==> config.mk <==
export PLATFORM = sky130hd
export DESIGN_NAME = sccc_clock_ctrl
export DESIGN_NICKNAME = d
export VERILOG_FILES = /design/src/core/sccc_pkg.sv /design/src/core/sccc_frac_div.sv /design/src/core/sccc_clock_ctrl.sv
export SDC_FILE = /design/constraint.sdc
export NUM_CORES = 1
export LEC_CHECK = 0
export BUFFER_PORTS_ARGS = -buffer_cell sky130_fd_sc_hd__buf_2
export CORE_ASPECT_RATIO = 1.2
export CORE_UTILIZATION = 35
export CTS_BUF_LIST = sky130_fd_sc_hd__clkbuf_16
export DETAILED_ROUTE_END_ITERATION = 8
export HOLD_SLACK_MARGIN = 0.1
export PLACE_DENSITY_LB_ADDON = 0.12
export SYNTH_ARGS = -nofsm -noshare
export SYNTH_HDL_FRONTEND = slang
export SYNTH_SLANG_ARGS = --single-unit
==> constraint.sdc <==
create_clock -name mclk -period 8.2 [get_ports mclk]
set_clock_uncertainty 0.05 [all_clocks]
set_input_delay 0.82 -clock mclk [delete_from_list [all_inputs] [get_ports mclk]]
set_output_delay 0.82 -clock mclk [all_outputs]
set_load 0.05 [all_outputs]
==> src/core/sccc_pkg.sv <==
// Constants for the system and module clock control block
package sccc_pkg;
  localparam logic [7:0] ADDR_GATE_A = 8'h63;
  localparam logic [7:0] ADDR_GATE_B = 8'h64;
  localparam logic [7:0] ADDR_GATE_C = 8'h65;
  localparam logic [7:0] ADDR_SYS_SEL = 8'h66;
  localparam logic [7:0] ADDR_I2S_STEP = 8'h67;
  localparam logic [7:0] ADDR_I2S_MOD = 8'h68;
  localparam logic [7:0] ADDR_CODEC_STEP = 8'h6c;
  localparam logic [7:0] ADDR_CODEC_MOD = 8'h6d;
  localparam logic [7:0] ADDR_HS_EXT = 8'h70;
  localparam logic [7:0] ADDR_MIC_SEL = 8'h73;
  localparam logic [7:0] ADDR_STATUS = 8'h74;

  localparam logic [7:0] RST_GATE_A = 8'h83;
  localparam logic [7:0] RST_GATE_B = 8'h00;
  localparam logic [7:0] RST_GATE_C = 8'h30;
  localparam logic [7:0] RST_SYS_SEL = 8'h06;
  localparam logic [7:0] RST_I2S_STEP = 8'h00;
  localparam logic [7:0] RST_I2S_MOD = 8'h02;
  localparam logic [7:0] RST_CODEC_STEP = 8'h01;
  localparam logic [7:0] RST_CODEC_MOD = 8'h02;
  localparam logic [7:0] RST_HS_EXT = 8'h00;
  localparam logic [7:0] RST_MIC_SEL = 8'h00;

  // Writable bit masks; reserved bits read as zero
  localparam logic [7:0] MASK_GATE_B = 8'h9f;
  localparam logic [7:0] MASK_GATE_C = 8'h3f;
  localparam logic [7:0] MASK_HS_EXT = 8'h01;
  localparam logic [7:0] MASK_MIC_SEL = 8'h02;

  // Field positions
  localparam int SYS_DIV_LSB = 0;
  localparam int SYS_DIV_MSB = 4;
  localparam int SYS_SRC_LSB = 5;
  localparam int SYS_SRC_MSB = 6;
  localparam int HS_SEL_BIT = 7;
  localparam int STEP_EN_BIT = 7;
  localparam int STEP_MSB = 6;
  localparam int HS_EXT_BIT = 0;
  localparam int MIC_SEL_BIT = 1;
  localparam int USB_GATE_BIT = 3;
  localparam int SYSTIMER_GATE_BIT = 1;
  localparam int AUDIO_GATE_BIT = 1;

  // Fixed 2/3 ratio used for the 32 MHz and 16 MHz rates
  localparam logic [6:0] TWO_THIRDS_STEP = 7'h02;
  localparam logic [7:0] TWO_THIRDS_MOD = 8'h03;
  localparam logic [4:0] SYS_DIV_MIN = 5'h02;

  typedef enum logic [1:0] {
    SCCC_SYS_RC,
    SCCC_SYS_HS,
    SCCC_SYS_HS_DIV,
    SCCC_SYS_32M
  } sccc_sys_src_t;

  typedef enum logic [1:0] {
    SCCC_HS_48M,
    SCCC_HS_RC,
    SCCC_HS_XTAL
  } sccc_hs_src_t;
endpackage : sccc_pkg

==> src/core/sccc_frac_div.sv <==
// Step/mod fractional rate divider working on tick enables
`timescale 1ns/10ps
module sccc_frac_div #(
  parameter int STEP_W = 7,
  parameter int MOD_W = 8
) (
  // Clock and reset
  input wire logic mclk,
  input wire logic reset_n,
  // Rate control
  input wire logic enable,
  input wire logic [STEP_W-1:0] step,
  input wire logic [MOD_W-1:0] modulus,
  // Ticks
  input wire logic in_tick,
  output logic out_tick
);
  logic [MOD_W:0] acc;
  logic [MOD_W:0] sum;

  initial
  begin
    if (STEP_W < 1 || MOD_W <= STEP_W)
      $error("sccc_frac_div: MOD_W must exceed STEP_W");
  end

  assign sum = acc + {{(MOD_W+1-STEP_W){1'b0}}, step};

  // Accumulate step each input tick, emit a tick on each mod wrap
  always_ff @(posedge mclk or negedge reset_n)
  begin
    if (!reset_n)
    begin
      acc <= '0;
      out_tick <= 1'b0;
    end
    else if (!enable || modulus == '0)
    begin
      acc <= '0;
      out_tick <= 1'b0;
    end
    else if (in_tick)
    begin
      if (sum >= {1'b0, modulus})
      begin
        acc <= sum - {1'b0, modulus};
        out_tick <= 1'b1;
      end
      else
      begin
        acc <= sum;
        out_tick <= 1'b0;
      end
    end
    else
      out_tick <= 1'b0;
  end
endmodule : sccc_frac_div

==> src/core/sccc_clock_ctrl.sv <==
// System clock selection, module clock gating and audio rate dividers
//
// Implementation choice: the plain strobed port.
`timescale 1ns/10ps
// Function
// - Two-bit source field picks RC, high-speed, divided high-speed or 32 MHz.
// - Divided source gives high-speed rate over the five-bit divider value.
// - High-speed source from ext bit and top select bit: 48M, RC, crystal.
// - 32 MHz option is the 48 MHz clock through a 2/3 divider.
// - 48 MHz clock is the 24 MHz crystal clock doubled.
// - Gate register A enables SPI..debug clocks per bit, reset 0x83.
// - Gate register B gates baseband, timer, DMA, algorithm, AES, key engine.
// - Gate register C gates analog, audio, FIFO, RNG, codec filters, reset 0x30.
// - System timer clock is crystal through 2/3, fixed 16 MHz.
// - USB logic receives the doubled 48 MHz clock.
// - I2S clock runs only while its enable bit is set.
// - I2S clock is 48 MHz times step over mod.
// - Codec clock runs only while its enable bit is set.
// - Codec clock is 48 MHz times step over mod.
// - Microphone clock out from 32 kHz when select bit set, else interface clock.
module sccc_clock_ctrl #(
  parameter int DIV_W = 5
) (
  // Clock and reset
  input wire logic mclk,
  input wire logic reset_n,
  // Register port
  input wire logic [7:0] reg_addr,
  input wire logic [7:0] reg_wdata,
  input wire logic reg_write,
  input wire logic reg_read,
  output logic [7:0] reg_rdata,
  // Source ticks, one mclk pulse per source period, spaced two cycles or more
  input wire logic xtal_tick,
  input wire logic rc_tick,
  input wire logic slow_32k_tick,
  input wire logic mic_if_tick,
  // Derived clock ticks
  output logic sys_tick,
  output logic usb_tick,
  output logic systimer_tick,
  output logic i2s_tick,
  output logic codec_tick,
  output logic mic_clk_tick,
  // Module clock enables
  output logic [7:0] module_clk_en_a,
  output logic [7:0] module_clk_en_b,
  output logic [7:0] module_clk_en_c
);
  logic [7:0] module_clock_gate_a;
  logic [7:0] module_clock_gate_b;
  logic [7:0] module_clock_gate_c;
  logic [7:0] system_clock_source_divider;
  logic [7:0] i2s_clock_enable_step;
  logic [7:0] i2s_clock_mod;
  logic [7:0] codec_clock_enable_step;
  logic [7:0] codec_clock_mod;
  logic [7:0] high_speed_source_ext;
  logic [7:0] mic_clock_output_select;

  logic xtal_tick_q;
  logic pll_tick;
  logic pll32_tick;
  logic st16_tick;
  logic i2s_raw;
  logic codec_raw;
  sccc_pkg::sccc_hs_src_t hs_req;
  sccc_pkg::sccc_hs_src_t hs_active;
  sccc_pkg::sccc_sys_src_t sys_req;
  sccc_pkg::sccc_sys_src_t sys_active;
  logic high_speed_clock;
  logic hs_div_tick;
  logic [DIV_W-1:0] div_cnt;
  logic [DIV_W-1:0] div_active;
  logic [DIV_W-1:0] div_req;
  logic next_sys_tick;

  initial
  begin
    if (DIV_W != sccc_pkg::SYS_DIV_MSB - sccc_pkg::SYS_DIV_LSB + 1)
      $error("sccc_clock_ctrl: DIV_W must match the divider field");
  end

  // Tick of a high-speed source candidate
  function automatic logic hs_src_tick(input sccc_pkg::sccc_hs_src_t s,
                                       input logic t48, input logic trc,
                                       input logic txtal);
    case (s)
      sccc_pkg::SCCC_HS_48M: hs_src_tick = t48;
      sccc_pkg::SCCC_HS_RC: hs_src_tick = trc;
      default: hs_src_tick = txtal;
    endcase
  endfunction : hs_src_tick

  // Tick of a system source candidate
  function automatic logic sys_src_tick(input sccc_pkg::sccc_sys_src_t s,
                                        input logic trc, input logic ths,
                                        input logic tdiv, input logic t32);
    case (s)
      sccc_pkg::SCCC_SYS_RC: sys_src_tick = trc;
      sccc_pkg::SCCC_SYS_HS: sys_src_tick = ths;
      sccc_pkg::SCCC_SYS_HS_DIV: sys_src_tick = tdiv;
      default: sys_src_tick = t32;
    endcase
  endfunction : sys_src_tick

  // Register writes
  always_ff @(posedge mclk or negedge reset_n)
  begin
    if (!reset_n)
    begin
      module_clock_gate_a <= sccc_pkg::RST_GATE_A;
      module_clock_gate_b <= sccc_pkg::RST_GATE_B;
      module_clock_gate_c <= sccc_pkg::RST_GATE_C;
      system_clock_source_divider <= sccc_pkg::RST_SYS_SEL;
      i2s_clock_enable_step <= sccc_pkg::RST_I2S_STEP;
      i2s_clock_mod <= sccc_pkg::RST_I2S_MOD;
      codec_clock_enable_step <= sccc_pkg::RST_CODEC_STEP;
      codec_clock_mod <= sccc_pkg::RST_CODEC_MOD;
      high_speed_source_ext <= sccc_pkg::RST_HS_EXT;
      mic_clock_output_select <= sccc_pkg::RST_MIC_SEL;
    end
    else if (reg_write)
    begin
      if (reg_addr == sccc_pkg::ADDR_GATE_A)
        module_clock_gate_a <= reg_wdata;
      else if (reg_addr == sccc_pkg::ADDR_GATE_B)
        module_clock_gate_b <= reg_wdata & sccc_pkg::MASK_GATE_B;
      else if (reg_addr == sccc_pkg::ADDR_GATE_C)
        module_clock_gate_c <= reg_wdata & sccc_pkg::MASK_GATE_C;
      else if (reg_addr == sccc_pkg::ADDR_SYS_SEL)
        system_clock_source_divider <= reg_wdata;
      else if (reg_addr == sccc_pkg::ADDR_I2S_STEP)
        i2s_clock_enable_step <= reg_wdata;
      else if (reg_addr == sccc_pkg::ADDR_I2S_MOD)
        i2s_clock_mod <= reg_wdata;
      else if (reg_addr == sccc_pkg::ADDR_CODEC_STEP)
        codec_clock_enable_step <= reg_wdata;
      else if (reg_addr == sccc_pkg::ADDR_CODEC_MOD)
        codec_clock_mod <= reg_wdata;
      else if (reg_addr == sccc_pkg::ADDR_HS_EXT)
        high_speed_source_ext <= reg_wdata & sccc_pkg::MASK_HS_EXT;
      else if (reg_addr == sccc_pkg::ADDR_MIC_SEL)
        mic_clock_output_select <= reg_wdata & sccc_pkg::MASK_MIC_SEL;
    end
  end

  // Register reads, data valid the cycle after the strobe
  always_ff @(posedge mclk or negedge reset_n)
  begin
    if (!reset_n)
      reg_rdata <= 8'h00;
    else if (reg_read)
    begin
      if (reg_addr == sccc_pkg::ADDR_GATE_A)
        reg_rdata <= module_clock_gate_a;
      else if (reg_addr == sccc_pkg::ADDR_GATE_B)
        reg_rdata <= module_clock_gate_b;
      else if (reg_addr == sccc_pkg::ADDR_GATE_C)
        reg_rdata <= module_clock_gate_c;
      else if (reg_addr == sccc_pkg::ADDR_SYS_SEL)
        reg_rdata <= system_clock_source_divider;
      else if (reg_addr == sccc_pkg::ADDR_I2S_STEP)
        reg_rdata <= i2s_clock_enable_step;
      else if (reg_addr == sccc_pkg::ADDR_I2S_MOD)
        reg_rdata <= i2s_clock_mod;
      else if (reg_addr == sccc_pkg::ADDR_CODEC_STEP)
        reg_rdata <= codec_clock_enable_step;
      else if (reg_addr == sccc_pkg::ADDR_CODEC_MOD)
        reg_rdata <= codec_clock_mod;
      else if (reg_addr == sccc_pkg::ADDR_HS_EXT)
        reg_rdata <= high_speed_source_ext;
      else if (reg_addr == sccc_pkg::ADDR_MIC_SEL)
        reg_rdata <= mic_clock_output_select;
      else if (reg_addr == sccc_pkg::ADDR_STATUS)
        reg_rdata <= {4'h0, 2'(hs_active), 2'(sys_active)};
      else
        reg_rdata <= 8'h00;
    end
    else
      reg_rdata <= 8'h00;
  end

  // Doubler: two 48M ticks per crystal tick
  always_ff @(posedge mclk or negedge reset_n)
  begin
    if (!reset_n)
      xtal_tick_q <= 1'b0;
    else
      xtal_tick_q <= xtal_tick;
  end

  assign pll_tick = xtal_tick | xtal_tick_q;

  sccc_frac_div #(.STEP_W(7), .MOD_W(8)) u_div32 (
    .mclk(mclk),
    .reset_n(reset_n),
    .enable(1'b1),
    .step(sccc_pkg::TWO_THIRDS_STEP),
    .modulus(sccc_pkg::TWO_THIRDS_MOD),
    .in_tick(pll_tick),
    .out_tick(pll32_tick)
  );

  sccc_frac_div #(.STEP_W(7), .MOD_W(8)) u_div16 (
    .mclk(mclk),
    .reset_n(reset_n),
    .enable(1'b1),
    .step(sccc_pkg::TWO_THIRDS_STEP),
    .modulus(sccc_pkg::TWO_THIRDS_MOD),
    .in_tick(xtal_tick),
    .out_tick(st16_tick)
  );

  // Mod below twice the step is not checked; the rate is then undefined
  sccc_frac_div #(.STEP_W(7), .MOD_W(8)) u_div_i2s (
    .mclk(mclk),
    .reset_n(reset_n),
    .enable(i2s_clock_enable_step[sccc_pkg::STEP_EN_BIT]),
    .step(i2s_clock_enable_step[sccc_pkg::STEP_MSB:0]),
    .modulus(i2s_clock_mod),
    .in_tick(pll_tick),
    .out_tick(i2s_raw)
  );

  sccc_frac_div #(.STEP_W(7), .MOD_W(8)) u_div_codec (
    .mclk(mclk),
    .reset_n(reset_n),
    .enable(codec_clock_enable_step[sccc_pkg::STEP_EN_BIT]),
    .step(codec_clock_enable_step[sccc_pkg::STEP_MSB:0]),
    .modulus(codec_clock_mod),
    .in_tick(pll_tick),
    .out_tick(codec_raw)
  );

  // Requested sources
  always_comb
  begin
    if (high_speed_source_ext[sccc_pkg::HS_EXT_BIT])
      hs_req = sccc_pkg::SCCC_HS_XTAL;
    else if (system_clock_source_divider[sccc_pkg::HS_SEL_BIT])
      hs_req = sccc_pkg::SCCC_HS_RC;
    else
      hs_req = sccc_pkg::SCCC_HS_48M;
    sys_req = sccc_pkg::sccc_sys_src_t'(
      system_clock_source_divider[sccc_pkg::SYS_SRC_MSB:sccc_pkg::SYS_SRC_LSB]);
    div_req = system_clock_source_divider[sccc_pkg::SYS_DIV_MSB:sccc_pkg::SYS_DIV_LSB];
  end

  // Switch only in a cycle where neither old nor new source ticks
  always_ff @(posedge mclk or negedge reset_n)
  begin
    if (!reset_n)
      hs_active <= sccc_pkg::SCCC_HS_48M;
    else if (hs_req != hs_active
             && !hs_src_tick(hs_active, pll_tick, rc_tick, xtal_tick)
             && !hs_src_tick(hs_req, pll_tick, rc_tick, xtal_tick))
      hs_active <= hs_req;
  end

  assign high_speed_clock = hs_src_tick(hs_active, pll_tick, rc_tick, xtal_tick);

  // Divided high-speed clock; new divisor taken only at a period end
  always_ff @(posedge mclk or negedge reset_n)
  begin
    if (!reset_n)
    begin
      div_cnt <= DIV_W'(1);
      div_active <= sccc_pkg::SYS_DIV_MIN;
      hs_div_tick <= 1'b0;
    end
    else if (high_speed_clock)
    begin
      if (div_cnt >= div_active)
      begin
        div_cnt <= DIV_W'(1);
        hs_div_tick <= 1'b1;
        // Values 0 and 1 are not to be written; clamp keeps the divider sane
        div_active <= (div_req < sccc_pkg::SYS_DIV_MIN) ? sccc_pkg::SYS_DIV_MIN
                                                        : div_req;
      end
      else
      begin
        div_cnt <= div_cnt + DIV_W'(1);
        hs_div_tick <= 1'b0;
      end
    end
    else
      hs_div_tick <= 1'b0;
  end

  always_ff @(posedge mclk or negedge reset_n)
  begin
    if (!reset_n)
      sys_active <= sccc_pkg::SCCC_SYS_HS_DIV;
    else if (sys_req != sys_active
             && !sys_src_tick(sys_active, rc_tick, high_speed_clock, hs_div_tick, pll32_tick)
             && !sys_src_tick(sys_req, rc_tick, high_speed_clock, hs_div_tick, pll32_tick))
      sys_active <= sys_req;
  end

  assign next_sys_tick = sys_src_tick(sys_active, rc_tick, high_speed_clock,
                                      hs_div_tick, pll32_tick);

  // Registered clock ticks
  always_ff @(posedge mclk or negedge reset_n)
  begin
    if (!reset_n)
    begin
      sys_tick <= 1'b0;
      usb_tick <= 1'b0;
      systimer_tick <= 1'b0;
      i2s_tick <= 1'b0;
      codec_tick <= 1'b0;
      mic_clk_tick <= 1'b0;
    end
    else
    begin
      sys_tick <= next_sys_tick;
      usb_tick <= pll_tick & module_clock_gate_a[sccc_pkg::USB_GATE_BIT];
      systimer_tick <= st16_tick & module_clock_gate_b[sccc_pkg::SYSTIMER_GATE_BIT];
      i2s_tick <= i2s_raw & module_clock_gate_c[sccc_pkg::AUDIO_GATE_BIT];
      codec_tick <= codec_raw & module_clock_gate_c[sccc_pkg::AUDIO_GATE_BIT];
      mic_clk_tick <= mic_clock_output_select[sccc_pkg::MIC_SEL_BIT] ? slow_32k_tick
                                                                    : mic_if_tick;
    end
  end

  // Per-module gated system ticks
  always_ff @(posedge mclk or negedge reset_n)
  begin
    if (!reset_n)
    begin
      module_clk_en_a <= 8'h00;
      module_clk_en_b <= 8'h00;
      module_clk_en_c <= 8'h00;
    end
    else
    begin
      module_clk_en_a <= module_clock_gate_a & {8{next_sys_tick}};
      module_clk_en_b <= module_clock_gate_b & {8{next_sys_tick}};
      module_clk_en_c <= module_clock_gate_c & {8{next_sys_tick}};
    end
  end
endmodule : sccc_clock_ctrl

# == Yosys cells after proc, flatten, opt, wreduce, memory -nomap -nowiden ==
# Cells that the tools add are included.
# totals
reg_bits,156
inputBits,24
out_inout_bits,38
wordCells,157
# op_classes
addsub,9
order_cmp,6
eq_ne,19
mux,41
bitwise,17
n_reduce_logical,31
# ops
cell,n
"8-bit by 7-bit == test with 1-bit output, second input constant",11
8-bit 2-to-1 mux,9
9-bit 2-to-1 mux,8
"9-bit by 2-bit adder with 9-bit output, second input constant",2
9-bit by 7-bit adder with 9-bit output,2
"9-bit by 2-bit >= comparator with 1-bit output, second input constant",2
9-bit by 8-bit >= comparator with 1-bit output,2
"9-bit by 2-bit subtractor with 9-bit output, second input constant",2
9-bit by 8-bit subtractor with 9-bit output,2
8-bit bitwise AND,2
8-bit logical NOT,2
1-bit 2-to-1 mux,14
4-bit 2-to-1 mux,3
11-bit AND reduction,1
5-bit 2-to-1 mux,2
10-bit AND reduction,1
1-bit inverter,9
9-bit AND reduction,1
6-bit by 8-bit bitwise AND with 8-bit output,1
"2-bit by 1-bit == test with 1-bit output, second input constant",4
2-bit logical NOT,4
8-bit AND reduction,1
7-bit AND reduction,1
1-bit logical NOT,6
18 further kinds,31

# == Depth between registers and ports, before layout ==
# Gate-level depths: netlist (run 1).
# depth
ltp_word,13
depth_mapped,16
mapped_depth_nobuf,15

# == Hierarchy ==
# A second synthesis (run 1) with hierarchy kept.
# unflattened
cells_unflattened,1020
hier_area_um2,9944.5
# modules_own_cells
mod,instances,cells_per_inst,area_per_inst_um2,seq_area_each_um2
sccc_clock_ctrl,1,425,5148.7,2819.0
sccc_frac_div at u_div_codec ...,2,145,1172.4,250.2
sccc_frac_div at u_div32,1,153,1237.4,250.2
sccc_frac_div at u_div16,1,152,1213.7,250.2

# == Worst setup path before layout (run 1) ==
# No wires, ideal clock.
# synth_timing
path_kind,reg-to-reg
from,register i2s_clock_enable_step[4]
to,register u_div_i2s.acc[0]
arrival_time_ns,3.446
t_required_ns,8.056
slack_ns,4.610
path_stages_with_launch,15
path_buffers,1
cell_sequence,dfrtp_1 > ha_1 > and2_1 > a31oi_1 > o21ai_0 > o41ai_1 > xnor2_1 > ha_1 > nand4_1 > nor2_1 > or4_4 > a311oi_2 > buf_6 > mux2_2 > a211oi_1
# synth_between
elab_chain_len,5
# synth_lines
item,line,text
"start, declared",sccc_clock_ctrl.sv:54,logic [7:0] i2s_clock_enable_step;
"start signal, assigned",sccc_clock_ctrl.sv:116,i2s_clock_enable_step <= sccc_pkg::RST_I2S_STEP;
"start signal, assigned",sccc_clock_ctrl.sv:134,i2s_clock_enable_step <= reg_wdata;
9-bit by 7-bit adder with 9-bit output,sccc_frac_div.sv:27,"assign sum = acc + {{(MOD_W+1-STEP_W){1'b0}}, step};"
9-bit by 8-bit >= comparator with 1-bit output,sccc_frac_div.sv:44,"if (sum >= {1'b0, modulus})"
9-bit 2-to-1 mux,sccc_frac_div.sv:44,
9-bit 2-to-1 mux,sccc_frac_div.sv:42,else if (in_tick)
9-bit 2-to-1 mux,sccc_frac_div.sv:37,else if (!enable || modulus == '0)
"end signal, assigned",sccc_frac_div.sv:46,"acc <= sum - {1'b0, modulus};"
"end signal, assigned",sccc_frac_div.sv:51,acc <= sum;
"end, declared",sccc_frac_div.sv:18,logic [MOD_W:0] acc;
# Every way passes these cells. The select of a mux whose other input is x is not followed.
# A chain may end at the register's enable or synchronous reset.

# == Final worst setup path (run 1) ==
# layout_timing
from,register i2s_clock_enable_step[0]
to,register u_div_i2s.acc[0]
# layout_between
elab_chain_len,5
elab_cells_between_ends,6
classes_between,2 x add/sub; 1 x order compare; 3 x mux
# layout_lines
item,line
9-bit by 7-bit adder with 9-bit output (*),sccc_frac_div.sv:27
9-bit by 8-bit subtractor with 9-bit output / 9-bit by 8-bit >= comparator with 1-bit output (equally long branches),"sccc_frac_div.sv:46, sccc_frac_div.sv:44"
9-bit 2-to-1 mux (*),sccc_frac_div.sv:44
9-bit 2-to-1 mux (*),sccc_frac_div.sv:42
9-bit 2-to-1 mux (*),sccc_frac_div.sv:37
# Every way passes the cells marked *; elsewhere a longest branch is shown, timed or not. The select of a mux whose other input is x is not followed.

==> flow_metrics.tcl, run 1 <==
set metrics [dict create \
    max_cap_violations 0 \
    cts.path.max_buffers 2 \
    finalMaxSlewViolations 0 \
    synth-edff-count 0 \
    setup_ws_ps 3840 \
    clock_latency_ps 440 \
    grt_max_degree 92 \
    finalNetCount 1027 \
    die_area_mm2 0.0263 \
    synth_xor_xnor_area_share_pct 4.29 \
    synth_area_mm2 0.00898 \
    synth-simple-area-share_pct 16.0 \
    synth_seq_area_share_pct 42.5 \
    place_ws_ps 3820 \
    crit_required_ps 8490 \
    fin_crit_sh_pct 53.2 \
    antenna_found_initial 0 \
    synthAdderAreaFrac_pct 6.74 \
    path_buf_inv 1 \
    tritoncts.num_buffers 17 \
    synth_compound_area_share_pct 14.9 \
    grt_pass1_wl_mm 39.0 \
    min_path_type "in -> async" \
    setup_viol 0 \
    area_growth_pct 12.7 \
    worstSetupEndpointType "flop" \
    fmax_mhz 229 \
    syn_area_per_cell_um2 9.82 \
    period_needed_ps 4360 \
    r2r_start "i2s_clock_enable_step[0]" \
    outcome "finished, final reports clean" \
    cts_tree "built" \
    grt_pass1_vias 6904 \
    path_class "reg -> reg" \
    slew_headroom_pct 35.3 \
    io_buffers 57 \
    post-route-drc-count 0 \
    start_util_pct 35.9 \
    synth_mux_area_share_pct 11.4 \
    crit_path_max_fanout 10 \
    drt_wl_total_mm 23.9 \
    layout-drive-gt1-share_pct 19.3 \
    wire_per_inst_um 18.5 \
    ys_seq_elements 152 \
    hold_violations 0 \
    hpwl_mm 17.5 \
    start_kind "flop" \
    ioPinCount 62 \
    diodes 0 \
    synth_top_family_by_area "simple AND/OR/NAND/NOR gates" \
    firstDrtPassIters 5 \
    leakage_nw 4.66 \
    grt_use_total_pct 19.4 \
    worstPathCellList "ha_1 > inv_1 > fa_1 > nor2b_1 > o2111ai_1 > nand2_1 > nor2_1 > xnor2_1 > ha_1 > nand4_1 > nor2_1 > or4_4 > a311oi_2 > mux2_2 > a211oi_1" \
    yosysWarnings 0 \
    final.setup.tns_ps 0 \
    clkSinkCount 152 \
    synth_cells 915 \
    antenna_left 0 \
    crit_path_top_delay_cell "a311oi_2" \
    yosys_most_used_dff "dfrtp_1" \
    rows 63 \
    dp.cells 1263 \
    reg2reg_depth 15 \
    power.density_mw_per_mm2 284 \
    grt_overflow 0 \
    path_clk_slew_ps 60 \
    worstMarginPinSlew_ps 971 \
    vias 6885 \
    fin_util_pct 40.5 \
    rrSetupSlack_ps 3840 \
    gp_congestion 0.843 \
    rsz0062_at_grt "false" \
    arrival_ps 4650 \
    async_reset_ff_share_pct 100 \
    drt-initial-drc-count 334 \
    cts_setup_buffers 0 \
    avgViaCountPerCell 5.32 \
    synthDistinctLibCells 73 \
    die_x_um 148 \
    rr_endpoint "u_div_i2s.acc[0]" \
    htreeDepth 4 \
    ctsRootBufferMaster "clkbuf_16" \
    cts_hold_buf 0 \
    crit_family "compound AO/OA/AOI/OAI gates" \
    coreArea_mm2 0.0250 \
    cpPeakStageDelay_ps 860 \
    finalNonFillerCells 1295 \
    die_y_um 177 \
    peakVddDrop_uv 171 \
    cts_resized 0 \
]
==> flip-flops by register name, summed over array words and instances (netlist names), 2 cells and up <==
signal,count
reg_rdata,8
module_clock_gate_a,8
hs_active,2
module_clock_gate_b,6
module_clk_en_b,6
div_cnt,5
system_clock_source_divider,8
u_div_codec.acc,9
u_div_i2s.acc,9
sys_active,2
codec_clock_enable_step,8
module_clock_gate_c,6
module_clk_en_a,8
codec_clock_mod,8
module_clk_en_c,6
div_active,5
i2s_clock_enable_step,8
u_div32.acc,9
i2s_clock_mod,8
u_div16.acc,9
==> worst max path at each step <==
| stage | startpoint | end | cells after the start |
|---|---|---|---|
| after detailed placement | i2s_clock_enable_step[0] | u_div_i2s.acc[0] | 15 |
| after CTS | i2s_clock_enable_step[0] | u_div_i2s.acc[0] | 15 |
| final | i2s_clock_enable_step[0] | u_div_i2s.acc[0] | 15 |
| after global placement | i2s_clock_enable_step[0] | u_div_i2s.acc[0] | 15 |
| after global routing | i2s_clock_enable_step[4] | u_div_i2s.acc[0] | 13 |
| after floorplan | i2s_clock_enable_step[4] | u_div_i2s.acc[0] | 14 |
==> layout make-up <==
class                           instances  area (um2)
Timing Repair Buffer                   60         314
Tap cell                              325         407
Fill cell                            2499       14900
Sequential cell                       152        3820
Multi-Input combinational cell        678        4810
Clock inverter                         15         166
Inverter                               48         180
Clock buffer                           17         425
==> per-stage QoR <==
step / hold WS [ps] / area [um2] / power [mW]
final: 394 / 10100 / 2.87
after global routing: 437 / 10100 / 3.10
after CTS: 409 / 10100 / 2.91
after detailed placement: 401 / 9530 / 2.09
after global placement: 388 / 9530 / 2.09
after floorplan: 384 / 8990 / 1.85
==> cell families after synthesis <==
family                     Yosys count
buffers and inverters               88
xor gates and xnor gates            44
AOI/OAI and AO/OA                  203
adders and majority gates           46
other                                1
DFF                                152
muxes                               91
and+or+nand+nor                    290
==> layout by cell type (no fill, tap or decap), types with 6 or more instances in the layout <==
master and n:
o21ai_0 41, a211oi_1 14, o21a_1 7, and2_1 29, a21oi_1 50, ha_1 42, nor4_1 7, nand4_1 14
buf_2 56, a31oi_1 10, xor2_1 18, mux2i_1 18, dfstp_2 13, nand2_1 70, clkbuf_16 17, nand3_1 27
xnor2_1 26, dfrtp_1 139, nor2_1 74, a21boi_0 7, mux2_2 71, o22ai_1 9, nand2b_1 9, nor2b_1 17
or3_1 6, nor3_1 10, and3_1 8, o31ai_1 7, inv_1 49, a21o_1 8
==> report_power, final <==
group	total, mW	internal (mW)	switching [mW]
logic	1.07	0.457	0.608
clock network	0.804	0.455	0.348
registers	1.01	0.863	0.143
total	2.87	1.78	1.10
==> Yosys cell counts, types with 8 or more instances <==
cell type  number  area share, %
mux2i_1        18            2.0
o21ai_0        41            2.3
nand3_1        27            1.5
xor2_1         18            1.8
nor3_1         10           0.56
a21o_1          8           0.67
o22ai_1         9           0.63
inv_1          48            2.0
xnor2_1        26            2.5
dfstp_2        13            3.8
clkbuf_1       26            1.1
nor2_1         74            3.1
ha_1           42            5.9
a21oi_1        50            2.8
dfrtp_1       139             39
a211oi_1       14            1.2
nand2b_1        9           0.63
a31oi_1        10           0.70
nor2b_1        17            1.2
mux2_2         71            8.9
nand2_1        70            2.9
and3_1          8           0.56
nand4_1        14           0.98
and2_1         29            2.0
==> metal layers <==
metal	GRT usage [%]	up-vias	wire, um
met5	0	-	0
met4	5.41	0	306
met3	3.14	17	768
met2	33.4	124	11800
met1	25.1	3379	11100
li1	-	3365	-
No activity file was read; power rests on OpenSTA's default activity.
==> inputs of run 2 (changes only) <==
- clock period: 8.2 -> 3.55 ns (I/O delays scaled with it)
==> run 2 against run 1 <==
Against the previous run: critical endpoint is now u_div_i2s.acc[1]; utilization rose by 2.0 points; the flow now finishes with violations (setup timing); largest cell class unchanged; sequential power rose by 130%; critical path type unchanged; setup slack got worse by 3800 ps; final cell count rose by 3.9%; clock-buffer cell count did not move.
==> flow_metrics.tcl, run 2 (synthesized netlist as in run 1, its figures left out) <==
set metrics [dict create \
    r2r_start "i2s_clock_enable_step[0]" \
    crit_path_max_fanout 5 \
    area_growth_pct 18.2 \
    leakage_nw 4.94 \
    min_path_cells 2 \
    grt_pass1_wl_mm 38.6 \
    path_class "reg -> reg" \
    vias 7054 \
    start_kind "flop" \
    layout-drive-gt1-share_pct 24.9 \
    antenna_left 0 \
    worstMarginPinSlew_ps 809 \
    arrival_ps 3830 \
    post-route-drc-count 0 \
    p_comb_share_pct 40.1 \
    gp_congestion 0.855 \
    start_util_pct 35.9 \
    worstSetupEndpointType "flop" \
    holdCritStartpoint "slow_32k_tick" \
    finalNonFillerCells 1346 \
    peakVddDrop_uv 268 \
    slew_headroom_pct 45.8 \
    period_needed_ps 3550 \
    swShare_pct 38.6 \
    max_cap_violations 0 \
    avgViaCountPerCell 5.24 \
    hpwl_mm 17.6 \
    grt_busiest_layer "met2" \
    reg2reg_depth 16 \
    power.density_mw_per_mm2 653 \
    layout_commonest_cell "dfrtp_1" \
    grtUsageMet3_pct 2.49 \
    drt-initial-drc-count 449 \
    antenna_found_initial 0 \
    grt_max_degree 69 \
    die_x_um 148 \
    rsz0062_at_grt "true" \
    die_y_um 177 \
    rows 63 \
    power.switching_mw 2.68 \
    wire_per_inst_um 17.7 \
    crit_path_top_delay_cell "or4_4" \
    setup_ws_ps -2.49 \
    grt_pass1_vias 7052 \
    power.internal_mw 4.25 \
    htreeDepth 4 \
    path_clk_slew_ps 70 \
    coreArea_mm2 0.0250 \
    final-seq-area_mm2 0.00382 \
    rrSetupSlack_ps -2 \
    die_area_mm2 0.0263 \
    violations "setup timing" \
    clock_latency_ps 430 \
    firstDrtPassIters 5 \
    outcome "finished with violations" \
    crit_start "i2s_clock_enable_step[0]" \
    grt_use_total_pct 19.1 \
    hold_path_end "mic_clk_tick" \
    ioPinCount 62 \
    min_path_type "in -> reg" \
    final_cell_mix "139 x dfrtp_1, 73 x nor2_1, 70 x nand2_1, 70 x mux2_2, 56 x buf_2" \
    ctsRootBufferMaster "clkbuf_16" \
    cts.path.max_buffers 2 \
    clkSinkCount 152 \
    crit_required_ps 3830 \
    finalNetCount 1078 \
    clock_power_share_pct 26.5 \
    diodes 0 \
    fmax_mhz 281 \
    place_ws_ps -186 \
    rr_endpoint "u_div_i2s.acc[1]" \
    cpPeakStageDelay_ps 410 \
    cpMostUsedCell "nor2_1" \
    io_buffers 57 \
    power_frac_seq_pct 33.4 \
    drt_wl_total_mm 23.9 \
    grt.met2_usage_pct 33.3 \
    cts_tree "built" \
    globalRouteMet1Util_pct 24.5 \
    finalMaxSlewViolations 0 \
    tritoncts.num_buffers 17 \
    grt_overflow 0 \
    dp.cells 1307 \
    fill_cells 2501 \
    fin_crit_sh_pct 100 \
    hold_violations 0 \
    multi_input_area_mm2 0.00489 \
    setup_viol 1 \
    worstPathCellList "ha_2 > inv_2 > fa_2 > nor2b_4 > o2111ai_2 > nand2_1 > nor2_1 > xnor2_1 > ha_1 > nand4_1 > nor2_1 > or4_4 > a311oi_2 > buf_4 > mux2_2 > o31ai_1" \
]
==> run 2: changes by cell type in the layout (fill, tap and decap cells not counted), sizes merged <==
cell         before  now
dlygate4sd3       0    1
buf              60  110
clkinv            4    5
bufinv            2    0
inv              55   58
clkinvlp          2    0
==> run 2: worst max-delay path: cells and delay by family, from the launching register on <==
family                   cells  cell delay (ps)
multiplexers                 1              330
XOR/XNOR                     1              230
adder cells (fa/ha/maj)      3              870
AND/OR/NAND/NOR              6              870
AO/OA/AOI/OAI                3              510
flip-flops                   1              360
buffers and inverters        2              230
==> run 2: final cells by class <==
type / instances / area share [%]
clock inverter: 15 / 1.66
multi-input combinational: 678 / 46.0
sequential: 152 / 36.0
inverter: 48 / 1.70
clock buffer: 17 / 4.01
timing repair buffer: 111 / 6.78
tap: 325 / 3.83
==> run 2: how the worst max path moves through the flow <==
stage	cells after the start	slack (ps)	to
4_1_cts	16	9	u_div_i2s.acc[0]
3_3_place_gp	16	-120	u_div_i2s.acc[0]
2_1_floorplan	16	3	u_div_i2s.acc[0]
5_1_grt	16	-160	u_div_i2s.acc[1]
6_report	16	-2	u_div_i2s.acc[1]
3_5_place_dp	16	-190	u_div_i2s.acc[0]
==> run 2: what timing repair did <==
action,4_1_cts,5_1_grt
gates resized for setup,8,13
setup buffers,3,3
pin swaps,6,10
setup endpoints to repair,9,16
hold buffers,1,0
endpoints found under the hold margin,59,0
==> run 2: power by group through the flow <==
stage	registers [mW]	clock network [mW]	logic [mW]
2_1_floorplan	2.22	0	2.06
3_3_place_gp	2.35	0	2.69
3_5_place_dp	2.35	0	2.70
4_1_cts	2.32	1.89	2.72
5_1_grt	2.36	1.96	3.11
6_report	2.32	1.84	2.78
==> run 2: through the flow <==
step	TNS, ps	area, um2	power [mW]	hold WS [ps]	utilization, %
6_report	-2.49	10600	6.93	122	42.5
5_1_grt	-851	10600	7.44	111	42.5
4_1_cts	0	10600	6.93	102	42.3
3_5_place_dp	-954	9900	5.04	368	39.6
3_3_place_gp	-382	9900	5.04	365	39.6
2_1_floorplan	0	9010	4.28	9.41	-
==> run 2: layer usage <==
| metal | part of all wire (%) | up-vias | wire length (um) |
|---|---|---|---|
| li1 | - | 3460 | - |
| met4 | 1.3 | 0 | 299 |
| met1 | 46 | 3458 | 11100 |
| met3 | 2.2 | 17 | 537 |
| met2 | 50 | 119 | 12000 |
| met5 | 0 | - | 0 |
